==> config.mk <==
export PLATFORM = sky130hd
export DESIGN_NAME = duhp_host_port
export DESIGN_NICKNAME = d
export VERILOG_FILES = /design/src/rtl/duhp_pkg.sv /design/src/rtl/duhp_host_port.sv
export SDC_FILE = /design/constraint.sdc
export NUM_CORES = 1
export LEC_CHECK = 0
export BUFFER_PORTS_ARGS = -buffer_cell sky130_fd_sc_hd__buf_2
export CAP_MARGIN = 10
export CORE_MARGIN = 5
export CORE_UTILIZATION = 55
export CTS_CLUSTER_DIAMETER = 100
export CTS_CLUSTER_SIZE = 30
export DETAILED_ROUTE_END_ITERATION = 7
export GPL_TIMING_DRIVEN = 0
export PLACE_DENSITY = 0.71
export SLEW_MARGIN = 40
export SYNTH_ARGS = -nofsm -noshare
export SYNTH_HDL_FRONTEND = slang
export SYNTH_SLANG_ARGS = --single-unit
==> constraint.sdc <==
create_clock -name sys_clk -period 5.71 [get_ports sys_clk]
set_input_delay 0.8565 -clock sys_clk [delete_from_list [all_inputs] [get_ports sys_clk]]
set_output_delay 0.8565 -clock sys_clk [all_outputs]
set_load 0.05 [all_outputs]
==> src/rtl/duhp_pkg.sv <==
// duhp_pkg: constants, types and register layout for the dual uart host port
// assumes one 200 MHz clock; both channels share the same register layout

package duhp_pkg;

  // ==========================================================================
  // register addresses on the three address inputs
  localparam logic [2:0] DUHP_ADDR_DATA = 3'h0;
  localparam logic [2:0] DUHP_ADDR_IER = 3'h1;
  localparam logic [2:0] DUHP_ADDR_ISR = 3'h2;
  localparam logic [2:0] DUHP_ADDR_FCR = 3'h2;
  localparam logic [2:0] DUHP_ADDR_MCR = 3'h4;
  localparam logic [2:0] DUHP_ADDR_LSR = 3'h5;
  localparam logic [2:0] DUHP_ADDR_MSR = 3'h6;
  localparam logic [2:0] DUHP_ADDR_SPR = 3'h7;

  // ==========================================================================
  // field positions
  localparam int DUHP_IER_RXDATA = 0;
  localparam int DUHP_IER_TXEMPTY = 1;
  localparam int DUHP_IER_LINE = 2;
  localparam int DUHP_IER_MODEM = 3;
  localparam int DUHP_MCR_OUT2 = 3;
  localparam int DUHP_FCR_DMA = 3;
  localparam int DUHP_LSR_RXDATA = 0;
  localparam int DUHP_LSR_ERR_LO = 1;
  localparam int DUHP_LSR_ERR_HI = 4;
  localparam int DUHP_LSR_TXEMPTY = 5;
  localparam int DUHP_MSR_FLAG_HI = 3;

  // ==========================================================================
  // reset values
  localparam logic [7:0] DUHP_RST_BYTE = 8'h00;

  // ==========================================================================
  // buffer sizing
  localparam int DUHP_FIFO_DEPTH = 32;
  localparam int DUHP_FIFO_AW = 5;
  localparam logic [5:0] DUHP_TRIG_DEFAULT = 6'h01;

  // interrupt identification codes
  localparam logic [3:0] DUHP_ID_NONE = 4'h1;
  localparam logic [3:0] DUHP_ID_LINE = 4'h6;
  localparam logic [3:0] DUHP_ID_RX = 4'h4;
  localparam logic [3:0] DUHP_ID_TX = 4'h2;
  localparam logic [3:0] DUHP_ID_MODEM = 4'h0;

  // bus access from the cpu
  typedef struct packed {
    logic [2:0] addr;
    logic [7:0] wdata;
  } duhp_bus_type;

  // per-channel status from the serial engine
  typedef struct packed {
    logic rx_push;
    logic [7:0] rx_byte;
    logic [3:0] rx_err;
    logic tx_pop;
    logic [3:0] modem_flags;
  } duhp_line_type;

  typedef enum logic [2:0] {
    DUHP_BUS_IDLE = 3'b001,
    DUHP_BUS_READ = 3'b010,
    DUHP_BUS_WRITE = 3'b100
  } duhp_bus_state_type;

endpackage

==> src/rtl/duhp_host_port.sv <==
// duhp_host_port: parallel cpu port, interrupt pins and dma ready pins
// of a two-channel uart. the serial engine sits outside and exchanges
// bytes with the fifos through the duhp_line_type bundles.
// strobes, address and chip selects are taken as synchronous to sys_clk.

`timescale 1ns/100ps
`default_nettype none

module duhp_host_port
  import duhp_pkg::*;
#(
  parameter int DEPTH = DUHP_FIFO_DEPTH
) (
  input wire logic sys_clk,
  input wire logic sys_rst,
  input wire duhp_bus_type bus_in,
  input wire logic bus_read_strobe_n,
  input wire logic bus_write_strobe_n,
  input wire logic chan_a_select_n,
  input wire logic chan_b_select_n,
  output logic [7:0] bus_data_out,
  output logic bus_data_oe,
  input wire duhp_line_type line_a,
  input wire duhp_line_type line_b,
  input wire logic [5:0] rx_trig_a,
  input wire logic [5:0] rx_trig_b,
  input wire logic chan_a_carrier_n,
  input wire logic chan_b_carrier_n,
  output logic [1:0] tx_byte_valid,
  output logic [15:0] tx_byte,
  output logic [1:0] serial_enable,
  output logic chan_a_irq_out,
  output logic chan_a_irq_oe,
  output logic chan_b_irq_out,
  output logic chan_b_irq_oe,
  output logic chan_a_user_out2_n,
  output logic chan_b_user_out2_n,
  output logic chan_a_rx_avail_n,
  output logic chan_b_rx_avail_n,
  output logic chan_a_tx_space_n,
  output logic chan_b_tx_space_n,
  output logic [1:0] carrier_seen
);

  localparam int AW = $clog2(DEPTH);

  // pointers wrap on their own, so only powers of two are served
  if (DEPTH < 2 || (DEPTH & (DEPTH - 1)) != 0) begin : g_depth_check
    $error("duhp_host_port: DEPTH must be a power of two");
  end

  // ==========================================================================
  // strobe edge detection shared by both channels
  logic rd_n_q, wr_n_q;
  duhp_bus_state_type bus_st_q;
  wire rd_fall = rd_n_q & ~bus_read_strobe_n;
  wire wr_fall = wr_n_q & ~bus_write_strobe_n;
  wire [1:0] sel = {~chan_b_select_n, ~chan_a_select_n};

  always_ff @(posedge sys_clk) begin
    if (sys_rst) begin
      rd_n_q <= 1'b1;
      wr_n_q <= 1'b1;
      bus_st_q <= DUHP_BUS_IDLE;
    end else begin
      rd_n_q <= bus_read_strobe_n;
      wr_n_q <= bus_write_strobe_n;
      case (bus_st_q)
        DUHP_BUS_IDLE: begin
          if (rd_fall && |sel) begin
            bus_st_q <= DUHP_BUS_READ;
          end else if (wr_fall && |sel) begin
            bus_st_q <= DUHP_BUS_WRITE;
          end
        end
        DUHP_BUS_READ: begin
          if (bus_read_strobe_n) begin
            bus_st_q <= DUHP_BUS_IDLE;
          end
        end
        DUHP_BUS_WRITE: begin
          if (bus_write_strobe_n) begin
            bus_st_q <= DUHP_BUS_IDLE;
          end
        end
        default: bus_st_q <= DUHP_BUS_IDLE;
      endcase
    end
  end

  // ==========================================================================
  // per-channel registers, fifos and pin logic
  logic [7:0] rdata [2];
  logic [1:0] irq_pend, out2, rx_low, tx_low;
  duhp_line_type line [2];
  logic [5:0] trig [2];
  logic [1:0] cd_n;
  assign line[0] = line_a;
  assign line[1] = line_b;
  assign trig[0] = rx_trig_a;
  assign trig[1] = rx_trig_b;
  assign cd_n = {chan_b_carrier_n, chan_a_carrier_n};

  genvar ch;
  generate
    for (ch = 0; ch < 2; ch++) begin : g_ch
      logic [7:0] ier_q, mcr_q, fcr_q, spr_q, lsr_err_q, msr_q;
      logic [7:0] rxm [DEPTH];
      logic [7:0] txm [DEPTH];
      logic [AW-1:0] rx_wp_q, rx_rp_q, tx_wp_q, tx_rp_q;
      logic [AW:0] rx_cnt_q, tx_cnt_q;
      logic [7:0] rbyte_q;

      // bit 0 of each byte is the first bit on the serial line
      wire acc = sel[ch];
      wire wr_hit = wr_fall & acc;
      wire rd_hit = rd_fall & acc;
      wire rx_full = rx_cnt_q == (AW+1)'(DEPTH);
      wire tx_full = tx_cnt_q == (AW+1)'(DEPTH);
      wire rx_empty = rx_cnt_q == '0;
      wire tx_empty = tx_cnt_q == '0;
      wire rx_pop = rd_hit & (bus_in.addr == DUHP_ADDR_DATA) & ~rx_empty;
      wire tx_push = wr_hit & (bus_in.addr == DUHP_ADDR_DATA) & ~tx_full;
      wire rx_push = line[ch].rx_push & ~rx_full;
      wire tx_pop = line[ch].tx_pop & ~tx_empty;
      wire lsr_rd = rd_hit & (bus_in.addr == DUHP_ADDR_LSR);
      wire msr_rd = rd_hit & (bus_in.addr == DUHP_ADDR_MSR);
      wire dma1 = fcr_q[DUHP_FCR_DMA];

      // interrupt sources
      wire src_line = |lsr_err_q[DUHP_LSR_ERR_HI:DUHP_LSR_ERR_LO];
      wire src_rx = ~rx_empty;
      wire src_tx = tx_empty;
      wire src_modem = |msr_q[DUHP_MSR_FLAG_HI:0];
      wire [3:0] en = ier_q[3:0];
      wire p_line = src_line & en[DUHP_IER_LINE];
      wire p_rx = src_rx & en[DUHP_IER_RXDATA];
      wire p_tx = src_tx & en[DUHP_IER_TXEMPTY];
      wire p_modem = src_modem & en[DUHP_IER_MODEM];
      wire [3:0] isr_id = p_line ? DUHP_ID_LINE :
                          p_rx ? DUHP_ID_RX :
                          p_tx ? DUHP_ID_TX :
                          p_modem ? DUHP_ID_MODEM : DUHP_ID_NONE;
      wire [7:0] lsr = {2'h0, tx_empty, lsr_err_q[4:1], ~rx_empty};
      wire [7:0] msr = {~cd_n[ch], 3'h0, msr_q[3:0]};

      // register read mux
      assign rdata[ch] = (bus_in.addr == DUHP_ADDR_DATA) ? rxm[rx_rp_q] :
                         (bus_in.addr == DUHP_ADDR_IER) ? ier_q :
                         (bus_in.addr == DUHP_ADDR_ISR) ? {4'h0, isr_id} :
                         (bus_in.addr == DUHP_ADDR_MCR) ? mcr_q :
                         (bus_in.addr == DUHP_ADDR_LSR) ? lsr :
                         (bus_in.addr == DUHP_ADDR_MSR) ? msr :
                         (bus_in.addr == DUHP_ADDR_SPR) ? spr_q :
                         DUHP_RST_BYTE;

      always_ff @(posedge sys_clk) begin
        if (sys_rst) begin
          ier_q <= DUHP_RST_BYTE;
          mcr_q <= DUHP_RST_BYTE;
          fcr_q <= DUHP_RST_BYTE;
          spr_q <= DUHP_RST_BYTE;
          lsr_err_q <= DUHP_RST_BYTE;
          msr_q <= DUHP_RST_BYTE;
          rx_wp_q <= '0;
          rx_rp_q <= '0;
          tx_wp_q <= '0;
          tx_rp_q <= '0;
          rx_cnt_q <= '0;
          tx_cnt_q <= '0;
          rbyte_q <= DUHP_RST_BYTE;
        end else begin
          if (wr_hit) begin
            case (bus_in.addr)
              DUHP_ADDR_IER: ier_q <= bus_in.wdata;
              DUHP_ADDR_FCR: fcr_q <= bus_in.wdata;
              DUHP_ADDR_MCR: mcr_q <= bus_in.wdata;
              DUHP_ADDR_SPR: spr_q <= bus_in.wdata;
              default: ;
            endcase
          end
          if (tx_push) begin
            txm[tx_wp_q] <= bus_in.wdata;
            tx_wp_q <= tx_wp_q + 1'b1;
          end
          if (tx_pop) begin
            tx_rp_q <= tx_rp_q + 1'b1;
          end
          tx_cnt_q <= tx_cnt_q + {{AW{1'b0}}, tx_push} -
                      {{AW{1'b0}}, tx_pop};
          if (rx_push) begin
            rxm[rx_wp_q] <= line[ch].rx_byte;
            rx_wp_q <= rx_wp_q + 1'b1;
          end
          if (rx_pop) begin
            rx_rp_q <= rx_rp_q + 1'b1;
          end
          rx_cnt_q <= rx_cnt_q + {{AW{1'b0}}, rx_push} -
                      {{AW{1'b0}}, rx_pop};
          if (rd_hit) begin
            rbyte_q <= rdata[ch];
          end
          // set wins over the read clear
          lsr_err_q[4:1] <= (lsr_rd ? 4'h0 : lsr_err_q[4:1]) |
                            line[ch].rx_err;
          msr_q[3:0] <= (msr_rd ? 4'h0 : msr_q[3:0]) | line[ch].modem_flags;
        end
      end

      assign irq_pend[ch] = p_line | p_rx | p_tx | p_modem;
      assign out2[ch] = mcr_q[DUHP_MCR_OUT2];
      // mode 0 ignores the trigger mode 1 waits for it
      assign rx_low[ch] = dma1 ? (rx_cnt_q >= trig[ch] && !rx_empty)
                               : !rx_empty;
      // mode 0 drops once any byte is queued, mode 1 once full
      assign tx_low[ch] = dma1 ? !tx_full : tx_empty;
      assign tx_byte[8*ch +: 8] = txm[tx_rp_q];
      assign tx_byte_valid[ch] = ~tx_empty & ~sys_rst;
      assign carrier_seen[ch] = ~cd_n[ch];
    end
  endgenerate

  // ==========================================================================
  // bus data output: hold read data while the strobe stays low
  logic [7:0] dout_q;
  always_ff @(posedge sys_clk) begin
    if (sys_rst) begin
      dout_q <= DUHP_RST_BYTE;
    end else if (rd_fall) begin
      dout_q <= sel[0] ? rdata[0] : rdata[1];
    end
  end
  assign bus_data_out = dout_q;
  assign bus_data_oe = (bus_st_q == DUHP_BUS_READ) & ~bus_read_strobe_n;

  // ==========================================================================
  // pin outputs; one control bit sets both irq drive and user out2
  assign serial_enable = sys_rst ? 2'b00 : 2'b11;
  assign chan_a_irq_oe = out2[0];
  assign chan_b_irq_oe = out2[1];
  assign chan_a_irq_out = out2[0] & irq_pend[0];
  assign chan_b_irq_out = out2[1] & irq_pend[1];
  assign chan_a_user_out2_n = ~out2[0];
  assign chan_b_user_out2_n = ~out2[1];
  assign chan_a_rx_avail_n = ~rx_low[0];
  assign chan_b_rx_avail_n = ~rx_low[1];
  assign chan_a_tx_space_n = ~tx_low[0];
  assign chan_b_tx_space_n = ~tx_low[1];

endmodule

`default_nettype wire

==> run metrics <==
initial antenna violation count 7; Net Count, Synth 2,787; sum of net half-perimeters after detailed placement 75.5 mm; routed via count divided by cell count 6.24; clk slew on worst S/H paths 0.11 ns; Max Cap Viol 0; Clock Path Buffers 3; Min Clock Period, post-route ~4.6 ns; TritonCTS buffer count 46; routability cong. 0.924; pin count of the biggest net entering global routing 71; Final setup viols 0; Placement Rows 108; Final Cell Area 51,400 µm²; upper clock frequency limit 0.219 GHz; overall fraction of global-route tracks in use 23.9%; worst slew slack as a fraction of its limit 40.6%; Tightest Hold Check Type in2reg; unrepaired setup endpoints after global routing no; average footprint of a synthesized cell 18.0 µm²; flop2flop setup slack approximately 2.4 ns; Worst Setup EP tx_byte[8]; count of pins over their slew limit 0; Worst-Skew Late Latency ~0.64 ns; met2 layer usage reported by global route 39.3%; worst path required time 4.85 ns; combined area of the multi-input logic cells 13,000 µm²; launch instance of the worst register-to-register path g_ch[1].tx_cnt_q[4]$_SDFF_PP0_; end of the worst register-to-register path g_ch[1].tx_cnt_q[4]$_SDFF_PP0_; Mapped Area ~48,000 µm²; GR Layer Usage met1 between 30% and 40%; wirelength, routed between 100 and 150 mm; setup_tns 0 ns; number of buffers inserted by post-CTS setup repair 0; type of element launching the critical path flop; Int Power 12,400 µW; Port Buffer Count 105; sum of overflow across all layers after global routing 0; net total in the final layout 2,942; router iterations before antenna repair 5; placed cell count 3,908; Area Growth Syn to Fin 7.50%; post-synthesis register bit count 1,187; Resize count post-CTS 0; proportion of layout cells with a drive suffix above 1 21.4%; leading cell types in the layout, fill and taps excluded sky130_fd_sc_hd__edfxtp_1, sky130_fd_sc_hd__mux4_2, sky130_fd_sc_hd__nor2_1; static leakage power 0.0158 µW; slew at the pin with the worst max-slew slack 0.888 ns; cell depth of the worst hold path 3; cells after synthesis 2,648; initial core utilization 55.3%; layer carrying the most global-route usage met2; I/O pin count 108; number of global-route vias before repair 25,300; proportion of power drawn by flip-flops and latches slightly below 60%; share of total power in the clock network 24.7%; total via count after detailed routing 25,000; number of warnings issued by yosys 0; Worst Reg-to-Reg Cells 14; distinct cell type count after synthesis 76; average detailed-routed wire length per instance 28.1 µm; most used flip-flop cell after synthesis sky130_fd_sc_hd__edfxtp_1; fraction of registers with async set or reset after synthesis 0%; CTS root buf sky130_fd_sc_hd__clkbuf_16; 1st-iter DRT viols 2,986; Clock Sink Count 1,187; worst ir drop on vdd 0.000347 V; non-filler instance count after layout 3,999; power spent charging and discharging nets 4320 µW; category of the critical setup timing path reg2out; met3 Use GR 4.83%; combinational fraction of design power ~18%; type of element capturing the critical path primary output; clock tree from TritonCTS yes; highest net fanout along the worst path 10; Storage cell area about 34,000 µm²; die height 305 µm; cell area after placement 49,900 µm²; outcome finished, final reports clean; number of fill cells 6,362; switching power as a share of total power 25.9%; post-detailed-route count of antenna-violating nets 0; wire length of the first global-routing pass 166 mm; horizontal die dimension 305 µm; Crit path arrival time 3.71 ns; DRC 0; ratio of total power to cell area between 300 and 400 nW/µm²; H-tree lvl count 2; Final Hold Violating Endpoints 0; part of the Yosys area used for sequential elements 71.2%; largest clock skew in the final design 0.0489 ns; total die area 92,900 µm²; most common cell after layout, fill and taps aside sky130_fd_sc_hd__edfxtp_1; count of hold buffers inserted by post-cts repair 0; crit share post-route about four fifths; core region area 86,500 µm²; number of enable flip-flop cells after synthesis approximately 1,000
[cell families (layout without fill, tap and decap cells)]
kind of cell	count (synthesis)	count (layout)	synth area share (%)
flip-flops	1187	1187	71.2
multiplexers	382	382	16.0
AND/OR/NAND/NOR	551	551	5.42
XOR/XNOR	47	47	0.861
adder cells (fa/ha/maj)	72	72	1.95
other	0	4	0
buffers and inverters	208	400	1.96
AO/OA/AOI/OAI	201	201	2.67
[area by class of cell]
cell class / count / area share [%]
repair buffers: 107 / 1.15
flip-flops and latches: 1187 / 66.2
plain buffers: 143 / 1.36
inverters: 65 / 0.475
multi-input cells: 1253 / 25.3
clock inverters: 4 / 0.117
diodes: 4 / 0.0195
well taps: 1155 / 2.81
clock buffers: 81 / 2.54
[through the flow]
stage	hold WS, ns	power (µW)	util, %	setup slack, ns
3_5_place_dp	0.449	12800	57.7	1.62
3_3_place_gp	0.442	12700	57.5	1.58
6_report	0.432	16700	59.4	1.14
5_1_grt	0.434	17300	59.4	1.00
4_1_cts	0.403	16800	59.3	1.08
2_1_floorplan	0.428	11900	-	2.22
[flip-flops by register name (all words and copies together) (netlist names), 3 cells and up, named ones only]
signal,count
g_ch.rxm,512
g_ch.txm,512
g_ch.ier_q,16
g_ch.mcr_q,16
g_ch.spr_q,16
g_ch.rx_cnt_q,12
g_ch.tx_cnt_q,12
g_ch.rx_rp_q,10
g_ch.rx_wp_q,10
g_ch.tx_rp_q,10
g_ch.tx_wp_q,10
bus_data_out,8
g_ch.lsr_err_q,8
g_ch.msr_q,8
bus_st_q,3
[critical path, cell delays in order (launching register included)]
cell and delay (ns):
sky130_fd_sc_hd__dfxtp_1 0.33, sky130_fd_sc_hd__clkbuf_1 0.58, sky130_fd_sc_hd__clkbuf_1 0.66, sky130_fd_sc_hd__mux4_2 0.46
sky130_fd_sc_hd__mux4_2 0.55, sky130_fd_sc_hd__mux2_2 0.28, sky130_fd_sc_hd__buf_2 0.21
[worst min path at each step]
stage	slack (ns)	start	end
finish	0.43	line_a[3]	g_ch[0].msr_q[3]$_SDFF_PP0_
CTS	0.40	line_a[3]	g_ch[0].msr_q[3]$_SDFF_PP0_
global placement	0.44	g_ch[1].ier_q[7]$_SDFFE_PP0P_	g_ch[1].ier_q[7]$_SDFFE_PP0P_
detailed placement	0.45	g_ch[1].mcr_q[4]$_SDFFE_PP0P_	g_ch[1].mcr_q[4]$_SDFFE_PP0P_
floorplan	0.43	bus_st_q[1]$_SDFFE_PP0P_	bus_st_q[2]$_SDFFE_PP0P_
global route	0.43	bus_write_strobe_n	wr_n_q$_SDFF_PP1_
[power groups by stage]
stage / Sequential [µW] / Clock, µW / Combinational [µW]
after CTS: 9640 / 4190 / 2950
final: 9640 / 4120 / 2930
after detailed placement: 9840 / 0 / 2940
after global placement: 9830 / 0 / 2830
after floorplan: 9820 / 0 / 2060
after global routing: 9660 / 4520 / 3160
[cells in the mapped netlist (19+ instances only)]
library cell | instances | area share [%]
sky130_fd_sc_hd__mux2_2 | 19 | 0.45
sky130_fd_sc_hd__ha_1 | 68 | 1.8
sky130_fd_sc_hd__mux2i_1 | 65 | 1.4
sky130_fd_sc_hd__xor2_1 | 30 | 0.55
sky130_fd_sc_hd__nand4_1 | 24 | 0.31
sky130_fd_sc_hd__mux4_2 | 283 | 13
sky130_fd_sc_hd__nand2_1 | 98 | 0.77
sky130_fd_sc_hd__edfxtp_1 | 1024 | 64
sky130_fd_sc_hd__dfxtp_1 | 163 | 6.8
sky130_fd_sc_hd__nor2_1 | 261 | 2.0
sky130_fd_sc_hd__inv_1 | 65 | 0.51
sky130_fd_sc_hd__buf_2 | 41 | 0.43
sky130_fd_sc_hd__clkbuf_1 | 67 | 0.53
sky130_fd_sc_hd__nor2b_1 | 29 | 0.38
sky130_fd_sc_hd__nand3_1 | 56 | 0.59
sky130_fd_sc_hd__a21oi_1 | 93 | 0.97
[layer usage]
layer	wire (µm)	vias up
met5	37	-
met4	3140	6
met3	10500	176
met2	54900	1135
met1	43900	12900
li1	-	10700
Power figures use the tool's default switching activity.
